**src/rtl/tstc_pkg.sv**
```systemverilog
package tstc_pkg;

  // Register map
  localparam logic [7:0] ADDR_TIMING    = 8'h22;
  localparam logic [7:0] ADDR_HOLD_DET  = 8'h23;
  localparam logic [7:0] ADDR_AVG_SAMP  = 8'h24;
  localparam logic [7:0] RST_TIMING     = 8'hA4;
  localparam logic [7:0] RST_HOLD_DET   = 8'h07;
  localparam logic [7:0] RST_AVG_SAMP   = 8'h39;
  localparam logic [7:0] MASK_HOLD_DET  = 8'h0F;
  localparam logic [7:0] MASK_AVG_SAMP  = 8'h7F;

  // Field positions
  localparam int HOLD_LIMIT_LSB = 4;
  localparam int REPEAT_LSB     = 0;
  localparam int HOLD_DET_LSB   = 0;
  localparam int AVG_LSB        = 4;
  localparam int SAMP_LSB       = 2;
  localparam int CYCLE_LSB      = 0;

  // Time base
  localparam int CLK_PERIOD_NS = 40;
  localparam int TICK_US       = 10;
  localparam int TICK_CYCLES   = TICK_US * 1000 / CLK_PERIOD_NS;
  localparam int STEP_MS       = 35;
  localparam int STEP_TICKS    = STEP_MS * 1000 / TICK_US;

  localparam int HOLD_LIMIT_MS [16] = '{560, 840, 1120, 1400, 1680, 2240, 2800, 3360,
                                        3920, 4480, 5600, 6720, 7840, 8906, 10080, 11200};
  localparam int SAMPLE_US [4] = '{320, 640, 1280, 2560};
  localparam int CYCLE_MS  [4] = '{35, 70, 105, 140};

  localparam int NCHAN  = 8;
  localparam int SDW    = 16;
  localparam int ACC_W  = 23;

  typedef logic [20:0] tstc_ticks_t;

  typedef enum logic [1:0] {
    TSTC_IDLE   = 2'b00,
    TSTC_SAMPLE = 2'b01,
    TSTC_LOWPWR = 2'b11
  } tstc_state_t;

endpackage : tstc_pkg

```
**src/rtl/tstc_hold_timer.sv**
```systemverilog
`timescale 1ns/10ps
module tstc_hold_timer (
  // Clock and reset
  input  wire logic                 clk_sys_i,
  input  wire logic                 nrst_i,
  // Time base, pad and enables
  input  wire logic                 tick_i,
  input  wire logic                 touch_i,
  input  wire logic                 rpt_en_i,
  input  wire logic                 recal_en_i,
  // Settings in ticks
  input  wire tstc_pkg::tstc_ticks_t hold_limit_i,
  input  wire tstc_pkg::tstc_ticks_t hold_det_i,
  input  wire tstc_pkg::tstc_ticks_t repeat_i,
  // Events
  output logic                      intr_o,
  output logic                      hold_evt_o,
  output logic                      touch_evt_o,
  output logic                      recal_o
);

  logic                  touched_q;
  logic                  holding_q;
  tstc_pkg::tstc_ticks_t dur_q;
  tstc_pkg::tstc_ticks_t dur_d;
  tstc_pkg::tstc_ticks_t rpt_q;
  tstc_pkg::tstc_ticks_t rpt_d;

  wire rise_w      = touch_i & ~touched_q;
  wire fall_w      = ~touch_i & touched_q;
  wire hold_hit_w  = tick_i & touch_i & rpt_en_i & ~holding_q & (dur_q == hold_det_i); // RQ3
  wire rpt_hit_w   = tick_i & touch_i & holding_q & (rpt_q == repeat_i - 21'd1);     // RQ15
  wire recal_hit_w = tick_i & touch_i & recal_en_i & (dur_q == hold_limit_i);        // RQ14

  // Duration restarts after a forced recalibration so a stuck pad retries periodically
  assign dur_d = (~touch_i | recal_hit_w) ? '0 :
                 (tick_i & (dur_q != '1)) ? dur_q + 21'd1 : dur_q; // RQ17
  assign rpt_d = (~holding_q | rpt_hit_w) ? '0 : tick_i ? rpt_q + 21'd1 : rpt_q;

  always_ff @(posedge clk_sys_i or negedge nrst_i) begin
    if (!nrst_i) begin
      touched_q   <= 1'b0;
      holding_q   <= 1'b0;
      dur_q       <= '0;
      rpt_q       <= '0;
      intr_o      <= 1'b0;
      hold_evt_o  <= 1'b0;
      touch_evt_o <= 1'b0;
      recal_o     <= 1'b0;
    end else begin
      touched_q   <= touch_i;
      holding_q   <= touch_i & (holding_q | hold_hit_w);
      dur_q       <= dur_d;
      rpt_q       <= rpt_d;
      intr_o      <= rise_w | hold_hit_w | rpt_hit_w; // RQ15
      hold_evt_o  <= hold_hit_w;
      touch_evt_o <= fall_w & rpt_en_i & ~holding_q; // RQ4
      recal_o     <= recal_hit_w; // RQ1
    end
  end

  property p_recal_gated;
    @(posedge clk_sys_i) disable iff (!nrst_i)
    recal_o |-> $past(recal_en_i) && $past(dur_q) == $past(hold_limit_i);
  endproperty
  a_recal_gated: assert property (p_recal_gated) // RQ14
    else $error("recal without enable or time");

  property p_hold_at_time;
    @(posedge clk_sys_i) disable iff (!nrst_i)
    hold_evt_o |-> $past(rpt_en_i) && $past(dur_q) == $past(hold_det_i) && intr_o;
  endproperty
  a_hold_at_time: assert property (p_hold_at_time) else $error("hold event at wrong time"); // RQ3

  property p_short_touch;
    @(posedge clk_sys_i) disable iff (!nrst_i)
    touch_evt_o |-> $past(dur_q) <= $past(hold_det_i) && !$past(touch_i);
  endproperty
  a_short_touch: assert property (p_short_touch) else $error("touch event after hold time"); // RQ4

  property p_no_hold_without_rpt;
    @(posedge clk_sys_i) disable iff (!nrst_i)
    !rpt_en_i ##1 !rpt_en_i |-> !hold_evt_o;
  endproperty
  a_no_hold_without_rpt: assert property (p_no_hold_without_rpt) // RQ3
    else $error("hold without repeat");

  c_hold_repeat: cover property (@(posedge clk_sys_i) disable iff (!nrst_i)
    hold_evt_o ##[1:1000] (intr_o & holding_q));

endmodule : tstc_hold_timer

```
**src/rtl/tstc_timing_core.sv**
```systemverilog
`timescale 1ns/10ps
// How it works
// RQ1: Long touch recalibrates after decoded hold limit
// RQ2: Repeat interval is code plus one times 35ms
// RQ3: Auto-repeat touch past hold time means press-and-hold
// RQ4: Shorter auto-repeat touch is an ordinary touch
// RQ5: Hold detect is code plus one times 35ms
// RQ6: Averaging takes two to the code samples
// RQ7: Channel samples back to back, result is average
// RQ8: Sample duration 320us, 640us, 1.28ms or 2.56ms
// RQ9: Cycle period 35, 70, 105 or 140ms
// RQ10: Sample first, then low power for remainder
// RQ11: Long sampling stretches the cycle, samples win
// RQ12: Sensing runs only in Active state
// RQ13: Hold limit and repeat shared by all inputs
// RQ14: Recalibration only while global enable set
// RQ15: Interrupt at hold detection and each repeat
// RQ16: Cycle length independent of enabled input count
// RQ17: All durations counted in time-base ticks
module tstc_timing_core (
  // Clock and reset
  input  wire logic        clk_sys_i,
  input  wire logic        nrst_i,
  // Register port
  input  wire logic [7:0]  reg_addr_i,
  input  wire logic        reg_wr_i,
  input  wire logic        reg_rd_i,
  input  wire logic [7:0]  reg_wdata_i,
  output logic      [7:0]  reg_rdata_o,
  // Global and per-input controls
  input  wire logic        active_i,
  input  wire logic        hold_limit_recal_en_i,
  input  wire logic [7:0]  chan_en_i,
  input  wire logic [7:0]  rpt_en_i,
  // Analog front end
  input  wire logic [7:0]  touch_inputs_i,
  input  wire logic [15:0] sample_data_i,
  output logic             sample_active_o,
  output logic      [2:0]  sample_chan_o,
  output logic             sample_end_o,
  output logic             low_power_o,
  // Measurement results
  output logic             result_valid_o,
  output logic      [2:0]  result_chan_o,
  output logic      [15:0] result_o,
  // Per-input events
  output logic      [7:0]  intr_o,
  output logic      [7:0]  hold_evt_o,
  output logic      [7:0]  touch_evt_o,
  output logic      [7:0]  recal_o
);

  logic [7:0]                 timing_q;
  logic [7:0]                 hold_det_q;
  logic [7:0]                 avg_samp_q;
  logic [7:0]                 rdata_d;
  logic [7:0]                 tick_cnt_q;
  tstc_pkg::tstc_state_t      state_q;
  tstc_pkg::tstc_state_t      state_d;
  logic [2:0]                 chan_q;
  logic [8:0]                 samp_cnt_q;
  logic [6:0]                 nsamp_q;
  logic [tstc_pkg::ACC_W-1:0] acc_q;
  tstc_pkg::tstc_ticks_t      cyc_q;

  // Register decode
  wire wr_timing_w   = reg_wr_i & (reg_addr_i == tstc_pkg::ADDR_TIMING);
  wire wr_hold_det_w = reg_wr_i & (reg_addr_i == tstc_pkg::ADDR_HOLD_DET);
  wire wr_avg_samp_w = reg_wr_i & (reg_addr_i == tstc_pkg::ADDR_AVG_SAMP);

  always_comb begin
    rdata_d = 8'h00;
    unique case (reg_addr_i)
      tstc_pkg::ADDR_TIMING:   rdata_d = timing_q;
      tstc_pkg::ADDR_HOLD_DET: rdata_d = hold_det_q;
      tstc_pkg::ADDR_AVG_SAMP: rdata_d = avg_samp_q;
      default:                 rdata_d = 8'h00;
    endcase
  end

  always_ff @(posedge clk_sys_i or negedge nrst_i) begin
    if (!nrst_i) begin
      timing_q    <= tstc_pkg::RST_TIMING;
      hold_det_q  <= tstc_pkg::RST_HOLD_DET;
      avg_samp_q  <= tstc_pkg::RST_AVG_SAMP;
      reg_rdata_o <= 8'h00;
    end else begin
      if (wr_timing_w) timing_q <= reg_wdata_i;
      if (wr_hold_det_w) hold_det_q <= reg_wdata_i & tstc_pkg::MASK_HOLD_DET;
      if (wr_avg_samp_w) avg_samp_q <= reg_wdata_i & tstc_pkg::MASK_AVG_SAMP;
      if (reg_rd_i) reg_rdata_o <= rdata_d;
    end
  end

  // Field decode into tick counts and the last sample index
  wire [3:0] hold_limit_sel_w      = timing_q[tstc_pkg::HOLD_LIMIT_LSB +: 4];
  wire [3:0] repeat_interval_sel_w = timing_q[tstc_pkg::REPEAT_LSB +: 4];
  wire [3:0] hold_det_sel_w        = hold_det_q[tstc_pkg::HOLD_DET_LSB +: 4];
  wire [2:0] samples_per_measure_sel_w = avg_samp_q[tstc_pkg::AVG_LSB +: 3];
  wire [1:0] sample_duration_sel_w = avg_samp_q[tstc_pkg::SAMP_LSB +: 2];
  wire [1:0] cycle_sel_w           = avg_samp_q[tstc_pkg::CYCLE_LSB +: 2];

  wire tstc_pkg::tstc_ticks_t hold_limit_w = tstc_pkg::tstc_ticks_t'(
    tstc_pkg::HOLD_LIMIT_MS[hold_limit_sel_w] * 1000 / tstc_pkg::TICK_US); // RQ1
  wire tstc_pkg::tstc_ticks_t repeat_w = tstc_pkg::tstc_ticks_t'(
    (int'(repeat_interval_sel_w) + 1) * tstc_pkg::STEP_TICKS); // RQ2
  wire tstc_pkg::tstc_ticks_t hold_det_w = tstc_pkg::tstc_ticks_t'(
    (int'(hold_det_sel_w) + 1) * tstc_pkg::STEP_TICKS); // RQ5
  wire [8:0] samp_len_w = 9'(
    tstc_pkg::SAMPLE_US[sample_duration_sel_w] / tstc_pkg::TICK_US); // RQ8
  wire tstc_pkg::tstc_ticks_t cyc_len_w = tstc_pkg::tstc_ticks_t'(
    tstc_pkg::CYCLE_MS[cycle_sel_w] * 1000 / tstc_pkg::TICK_US); // RQ9
  wire [6:0] n_last_w = 7'((8'd1 << samples_per_measure_sel_w) - 8'd1); // RQ6

  // Time base
  wire tick_w = (tick_cnt_q == 8'(tstc_pkg::TICK_CYCLES - 1)); // RQ17

  always_ff @(posedge clk_sys_i or negedge nrst_i) begin
    if (!nrst_i) tick_cnt_q <= 8'h00;
    else tick_cnt_q <= tick_w ? 8'h00 : tick_cnt_q + 8'h01;
  end

  // Sampling sequence
  wire in_sample_w   = (state_q == tstc_pkg::TSTC_SAMPLE);
  wire chan_on_w     = chan_en_i[chan_q];
  wire skip_w        = in_sample_w & ~chan_on_w; // RQ16
  wire samp_last_w   = tick_w & (samp_cnt_q == samp_len_w - 9'd1);
  wire done_sample_w = in_sample_w & chan_on_w & samp_last_w;
  wire meas_done_w   = done_sample_w & (nsamp_q == n_last_w); // RQ7
  wire advance_w     = skip_w | meas_done_w;
  wire last_chan_w   = (chan_q == 3'(tstc_pkg::NCHAN - 1));
  wire scan_end_w    = advance_w & last_chan_w;
  // Sampling may overrun the period; the wait then ends at the next tick
  wire cyc_end_w     = tick_w & (cyc_q >= cyc_len_w - 21'd1); // RQ11
  wire restart_w     = (state_q == tstc_pkg::TSTC_LOWPWR) & cyc_end_w;

  wire [tstc_pkg::ACC_W-1:0] acc_sum_w = acc_q +
    {{(tstc_pkg::ACC_W - tstc_pkg::SDW){1'b0}}, sample_data_i};
  wire [tstc_pkg::ACC_W-1:0] avg_w     = acc_sum_w >> samples_per_measure_sel_w;

  always_comb begin
    state_d = state_q;
    unique case (state_q)
      tstc_pkg::TSTC_IDLE:   if (active_i) state_d = tstc_pkg::TSTC_SAMPLE;
      tstc_pkg::TSTC_SAMPLE: if (scan_end_w) state_d = tstc_pkg::TSTC_LOWPWR; // RQ10
      tstc_pkg::TSTC_LOWPWR: if (restart_w) state_d = tstc_pkg::TSTC_SAMPLE;
      default:               state_d = tstc_pkg::TSTC_IDLE;
    endcase
    if (!active_i) state_d = tstc_pkg::TSTC_IDLE; // RQ12
  end

  always_ff @(posedge clk_sys_i or negedge nrst_i) begin
    if (!nrst_i) state_q <= tstc_pkg::TSTC_IDLE;
    else state_q <= state_d;
  end

  // Cycle timer runs from the start of sampling, so the scan time counts toward the period
  always_ff @(posedge clk_sys_i or negedge nrst_i) begin
    if (!nrst_i) cyc_q <= '0;
    else if (state_q == tstc_pkg::TSTC_IDLE || restart_w) cyc_q <= '0;
    else if (tick_w && cyc_q != '1) cyc_q <= cyc_q + 21'd1;
  end

  always_ff @(posedge clk_sys_i or negedge nrst_i) begin
    if (!nrst_i) begin
      chan_q     <= 3'd0;
      samp_cnt_q <= 9'd0;
      nsamp_q    <= 7'd0;
      acc_q      <= '0;
    end else if (!in_sample_w) begin
      chan_q     <= 3'd0;
      samp_cnt_q <= 9'd0;
      nsamp_q    <= 7'd0;
      acc_q      <= '0;
    end else begin
      if (advance_w) chan_q <= chan_q + 3'd1;
      if (!chan_on_w || samp_last_w) samp_cnt_q <= 9'd0;
      else if (tick_w) samp_cnt_q <= samp_cnt_q + 9'd1;
      if (advance_w) begin
        nsamp_q <= 7'd0;
        acc_q   <= '0;
      end else if (done_sample_w) begin
        nsamp_q <= nsamp_q + 7'd1;
        acc_q   <= acc_sum_w;
      end
    end
  end

  always_ff @(posedge clk_sys_i or negedge nrst_i) begin
    if (!nrst_i) begin
      result_valid_o <= 1'b0;
      result_chan_o  <= 3'd0;
      result_o       <= 16'h0000;
    end else begin
      result_valid_o <= meas_done_w;
      if (meas_done_w) begin
        result_chan_o <= chan_q;
        result_o      <= avg_w[tstc_pkg::SDW-1:0]; // RQ7
      end
    end
  end

  assign sample_active_o = in_sample_w & chan_on_w;
  assign sample_chan_o   = chan_q;
  assign sample_end_o    = done_sample_w;
  assign low_power_o     = (state_q == tstc_pkg::TSTC_LOWPWR); // RQ10

  // Shared settings feed every input alike
  for (genvar i = 0; i < tstc_pkg::NCHAN; i++) begin : g_input
    tstc_hold_timer u_hold (
      .clk_sys_i    (clk_sys_i),
      .nrst_i       (nrst_i),
      .tick_i       (tick_w),
      .touch_i      (touch_inputs_i[i]),
      .rpt_en_i     (rpt_en_i[i]),
      .recal_en_i   (hold_limit_recal_en_i),
      .hold_limit_i (hold_limit_w), // RQ13
      .hold_det_i   (hold_det_w),
      .repeat_i     (repeat_w),
      .intr_o       (intr_o[i]),
      .hold_evt_o   (hold_evt_o[i]),
      .touch_evt_o  (touch_evt_o[i]),
      .recal_o      (recal_o[i])
    );
  end

  property p_inactive_idle;
    @(posedge clk_sys_i) disable iff (!nrst_i)
    !active_i |=> !sample_active_o && !low_power_o;
  endproperty
  a_inactive_idle: assert property (p_inactive_idle) else $error("sensing while inactive"); // RQ12

  property p_lowpwr_quiet;
    @(posedge clk_sys_i) disable iff (!nrst_i)
    low_power_o |-> !sample_active_o && !sample_end_o;
  endproperty
  a_lowpwr_quiet: assert property (p_lowpwr_quiet) else $error("sampling in low power"); // RQ10

  property p_result_count;
    @(posedge clk_sys_i) disable iff (!nrst_i)
    result_valid_o |-> $past(nsamp_q) == $past(n_last_w) && $past(sample_end_o);
  endproperty
  a_result_count: assert property (p_result_count) else $error("result before all samples"); // RQ6

  property p_result_chan;
    @(posedge clk_sys_i) disable iff (!nrst_i)
    result_valid_o |-> result_chan_o == $past(chan_q);
  endproperty
  a_result_chan: assert property (p_result_chan) else $error("result for wrong channel"); // RQ7

  property p_cycle_length;
    @(posedge clk_sys_i) disable iff (!nrst_i)
    $past(low_power_o) && !low_power_o && active_i |-> $past(cyc_q) >= $past(cyc_len_w) - 21'd1;
  endproperty
  a_cycle_length: assert property (p_cycle_length) else $error("cycle shorter than period"); // RQ9

  property p_sample_length;
    @(posedge clk_sys_i) disable iff (!nrst_i)
    sample_end_o |-> samp_cnt_q == samp_len_w - 9'd1 && tick_w;
  endproperty
  a_sample_length: assert property (p_sample_length) else $error("sample length wrong"); // RQ8

  property p_scan_then_wait;
    @(posedge clk_sys_i) disable iff (!nrst_i)
    $rose(low_power_o) |-> $past(in_sample_w) && $past(chan_q) == 3'd7;
  endproperty
  a_scan_then_wait: assert property (p_scan_then_wait) // RQ11
    else $error("idle before scan done");

  c_full_cycle: cover property (@(posedge clk_sys_i) disable iff (!nrst_i)
    $rose(low_power_o) ##[1:1000] $fell(low_power_o));
  c_result: cover property (@(posedge clk_sys_i) disable iff (!nrst_i) result_valid_o);
  c_recal: cover property (@(posedge clk_sys_i) disable iff (!nrst_i) |recal_o);

endmodule : tstc_timing_core

```
**config.mk**
```make
export PLATFORM = sky130hd
export DESIGN_NAME = tstc_timing_core
export DESIGN_NICKNAME = d
export VERILOG_FILES = /design/src/rtl/tstc_pkg.sv /design/src/rtl/tstc_hold_timer.sv /design/src/rtl/tstc_timing_core.sv
export SDC_FILE = /design/constraint.sdc
export NUM_CORES = 2
export LEC_CHECK = 0
export BUFFER_PORTS_ARGS = -buffer_cell sky130_fd_sc_hd__buf_2
export CELL_PAD_IN_SITES_DETAIL_PLACEMENT = 1
export CELL_PAD_IN_SITES_GLOBAL_PLACEMENT = 2
export CORE_MARGIN = 4
export CORE_UTILIZATION = 44
export CTS_CLUSTER_DIAMETER = 80
export CTS_CLUSTER_SIZE = 30
export DETAILED_ROUTE_END_ITERATION = 12
export HOLD_SLACK_MARGIN = 0.02
export PLACE_DENSITY_LB_ADDON = 0.25
export REMOVE_ABC_BUFFERS = 1
export SYNTH_ARGS = -nofsm -noshare
export SYNTH_HDL_FRONTEND = slang
export SYNTH_SLANG_ARGS = --single-unit
```
**constraint.sdc**
```tcl
create_clock -name clk_sys_i -period 52.5 [get_ports clk_sys_i]
set_clock_uncertainty 0.2 [all_clocks]
set_input_delay 7.875 -clock clk_sys_i [delete_from_list [all_inputs] [get_ports clk_sys_i]]
set_output_delay 7.875 -clock clk_sys_i [all_outputs]
set_load 0.05 [all_outputs]
```
==> summary.md <==
| Metric | Value |
|---|---|
| Synth top area share | `between 20 and 30%` |
| CTS Buf Count | `39` |
| First-pass GRT wire length | `between 200000 and 250000 um` |
| Hold-critical path depth | `1` |
| Num Clock Sinks | `around 500` |
| Most common cell after layout, fill and taps aside | `nor2_1` |
| Die X | `between 300 and 400 um` |
| Post-Synth Simple-Gate Area | `between 20% and 30%` |
| TritonCTS clock tree | `yes` |
| Tmin final | `roughly 22 ns` |
| DRC Markers | `0` |
| RSZ-0062 raised after global routing | `no` |
| Status | `completed` |
| Initial drt markers | `2303` |
| Nets | `5346` |
| CP Max Fanout | `23` |
| Worst flop-to-flop path endpoint | `g_input[4].u_hold.dur_q[19]$_DFFE_PN0P_` |
| Bufs on Longest Clock Path | `3` |
| DRT Wirelength | `137000 um` |
| Slowest cell on the critical path | `o211a_1` |
| Worst-path clk slew | `0.10 ns` |
| Reg-to-reg slack, setup | `30.95 ns` |
| # Max-Cap Violations | `0` |
| Synth cell types | `approximately 120` |
| Largest net degree at the start of global routing | `~110` |
| Required time worst endpoint | `roughly 53 ns` |
| CTS root buffer | `clkbuf_16` |
| Finish-stage setup viols | `0` |
| Yosys warning count | `0` |
| Initial DRT Pass Iterations | `5` |
| HP Start | `result_o[11]$_DFFE_PN0P_` |
| Worst path top cell family by delay | `compound AO/OA/AOI/OAI gates` |
| Global router's overall resource usage | `25.9%` |
| Clock latency at the later pin of the worst-skew pair | `roughly 0.66 ns` |
| Relative slew slack | `between 20 and 25%` |
| FF-to-FF Start | `timing_q[5]$_DFFE_PN1P_` |
| Final worst-path cycle share | `41.0%` |
| Antenna-violating nets left | `0` |
| Core Region | `0.0984 mm^2` |
| CP Class | `register to register` |
| Most frequent cells in the layout | `503 x nor2_1, 497 x xnor2_1, 494 x dfrtp_1` |
| Gr ovfl total | `0` |
| Sequential element share of the synthesized area | `between 20 and 30%` |
| Die area | `0.104 mm^2` |
| Synth area leader | `dfrtp_1` |
| CTS resizes | `0` |
| Gp weighted congestion | `0.863` |
| Fmax | `46.4 MHz` |
| Register area | `0.0126 mm^2` |
| I/O pin cnt | `128` |
| Crit path largest cell delay | `0.97 ns` |
| Via count | `37100` |
| Arr. time, crit path | `21.85 ns` |
| Synth top area cells | `dfrtp_1 28%, xnor2_1 10%, xor2_1 8.0%` |
| Synth Area in XOR/XNOR | `18.3%` |
| Measured slew at the worst slew-check pin | `1.17 ns` |
| Area Growth Syn to Fin | `7.16%` |
| Cells after Synth | `5051` |
| Fin Setup TNS | `0 ns` |
| Layout cells sized above 1 | `10.6%` |
| Hold Vio Cnt, Final | `0` |
| Hold Path Class | `register to register` |
| Number of setup buffers added after CTS | `0` |
| Multi-input gate area | `0.0288 mm^2` |
| Ys flop type | `dfrtp_1` |
| Mux cell area share after synthesis | `2.62%` |
| Row count | `between 100 and 150` |
| Initial Utilization | `44.3%` |
| Post-synth ARST share | `100%` |
| Post-synth EDFFs | `0` |
| Hold Crit Endpoint | `result_o[11]$_DFFE_PN0P_` |
| Hpwl dp | `98000 um` |
| Initial antenna violation count | `6` |
| Buffers on Ports | `127` |
| Largest family of logic cells by synthesized area | `simple AND/OR/NAND/NOR gates` |
| Synthesized flop and latch total | `504` |
| Compound-Gate Fraction of Synth Area | `15.2%` |
| CP startpoint kind | `register` |
| H-tree Lvls | `2` |
| Adder-Cell Fraction of Synth Area | `9.02%` |
| Fill count | `11600` |
| Vias in the first global route | `38500` |
| Die height | `between 300 and 400 um` |
| Crit path buf inv count | `10` |
| CP endpoint kind | `register` |
| Syn_area_per_cell | `8.64 um^2` |
| Mapped Area | `0.0436 mm^2` |
| Reg2reg path depth | `66` |
| Routed len/inst | `between 20 and 25 um` |
| Max Transition Viols Final | `0` |
| Vias/cell | `5.88` |
| Hold Buf Count CTS | `0` |
[flip-flops by register name (all words and copies together), names as in the netlist, 3 cells and up]
signal	count
g_input.u_hold.dur_q	168
g_input.u_hold.rpt_q	168
acc_q	23
cyc_q	21
result_o	16
samp_cnt_q	9
g_input.u_hold.hold_evt_o	8
g_input.u_hold.holding_q	8
g_input.u_hold.intr_o	8
g_input.u_hold.recal_o	8
g_input.u_hold.touch_evt_o	8
g_input.u_hold.touched_q	8
reg_rdata_o	8
tick_cnt_q	8
timing_q	8
avg_samp_q	7
nsamp_q	7
hold_det_q	4
result_chan_o	3
sample_chan_o	3
[metrics by stage]
step	std cells	area (um^2)	utilization [%]	hold slack, ns	setup WS (ns)
final	6320	46800	47.5	0.302	30.95
after global routing	6319	46700	47.5	0.331	29.46
after CTS	6318	46700	47.5	0.305	31.08
after detailed placement	6246	45300	46.0	0.284	31.09
after global placement	6246	45300	46.0	0.272	31.82
after floorplan	4747	42200	-	0.254	31.86
[area by class of cell]
class / instances / area share (%)
repair buffers: 212 / 2.75
well taps: 1287 / 3.44
flip-flops and latches: 504 / 27.0
clock inverters: 27 / 0.781
clock buffers: 45 / 2.29
diodes: 2 / 0.0107
multi-input cells: 3984 / 61.6
inverters: 259 / 2.08
[cells in the mapped netlist (19+ instances only)]
cell      number
buf_4         57
o21ai_0      125
nand3_1      201
dfrtp_1      494
nand2b_1      34
or2_2         24
mux2_2        32
a211oi_2      95
and2_1        34
a21o_1        39
fa_1          48
and4_1        19
clkbuf_1     173
inv_1        251
nand2_1      378
or3_1         42
xor2_1       399
mux2i_1       60
buf_1         39
a211oi_1     102
nor4_1        96
o21a_1        34
xnor2_1      508
and3_1        80
nand4_1      161
a31oi_1       24
nor2_1       507
buf_2         32
nor2b_1       27
o21bai_1      22
or4_1         33
ha_1         236
a21oi_1      201
o211ai_1      26
nor3_1        93
[worst register-to-register path: cells and delay by family (launching register included)]
kind,cells,cell delay [ns]
AOI/OAI and AO/OA,29,9.63
xor gates and xnor gates,1,0.35
adders and majority gates,10,3.84
buffers and inverters,10,1.48
DFF,1,0.64
and+or+nand+nor,16,5.30
[routing by layer]
layer	vias up	wire (um)	part of all wire, %	track usage, %
li1	17600	-	-	-
met1	18700	63200	46	36.0
met2	686	63800	47	43.3
met3	168	6000	4.4	2.98
met4	6	3580	2.6	6.54
met5	-	41	0.030	0
[logic make-up (layout without fill, tap and decap cells)]
family	after synthesis	in the layout
AND/OR/NAND/NOR	1796	1796
multiplexers	100	100
AO/OA/AOI/OAI	890	890
adder cells (fa/ha/maj)	286	286
flip-flops	504	504
other	1	5
XOR/XNOR	909	909
buffers and inverters	565	543
[worst max-delay path by stage]
stage                                 start                                      end  slack, ns  depth (start not counted)
floorplan           timing_q[5]$_DFFE_PN1P_   g_input[3].u_hold.dur_q[0]$_DFFE_PN0P_      31.86                         63
global placement    timing_q[5]$_DFFE_PN1P_  g_input[3].u_hold.dur_q[20]$_DFFE_PN0P_      31.82                         66
detailed placement  timing_q[5]$_DFFE_PN1P_  g_input[3].u_hold.dur_q[11]$_DFFE_PN0P_      31.09                         66
CTS                 timing_q[5]$_DFFE_PN1P_  g_input[4].u_hold.dur_q[20]$_DFFE_PN0P_      31.08                         66
global route        timing_q[4]$_DFFE_PN0P_  g_input[4].u_hold.dur_q[19]$_DFFE_PN0P_      29.46                         66
finish              timing_q[5]$_DFFE_PN1P_  g_input[4].u_hold.dur_q[19]$_DFFE_PN0P_      30.95                         66
Power is not shown: default switching activity piles up to over one toggle a cycle in this logic, so the estimate is an artifact.
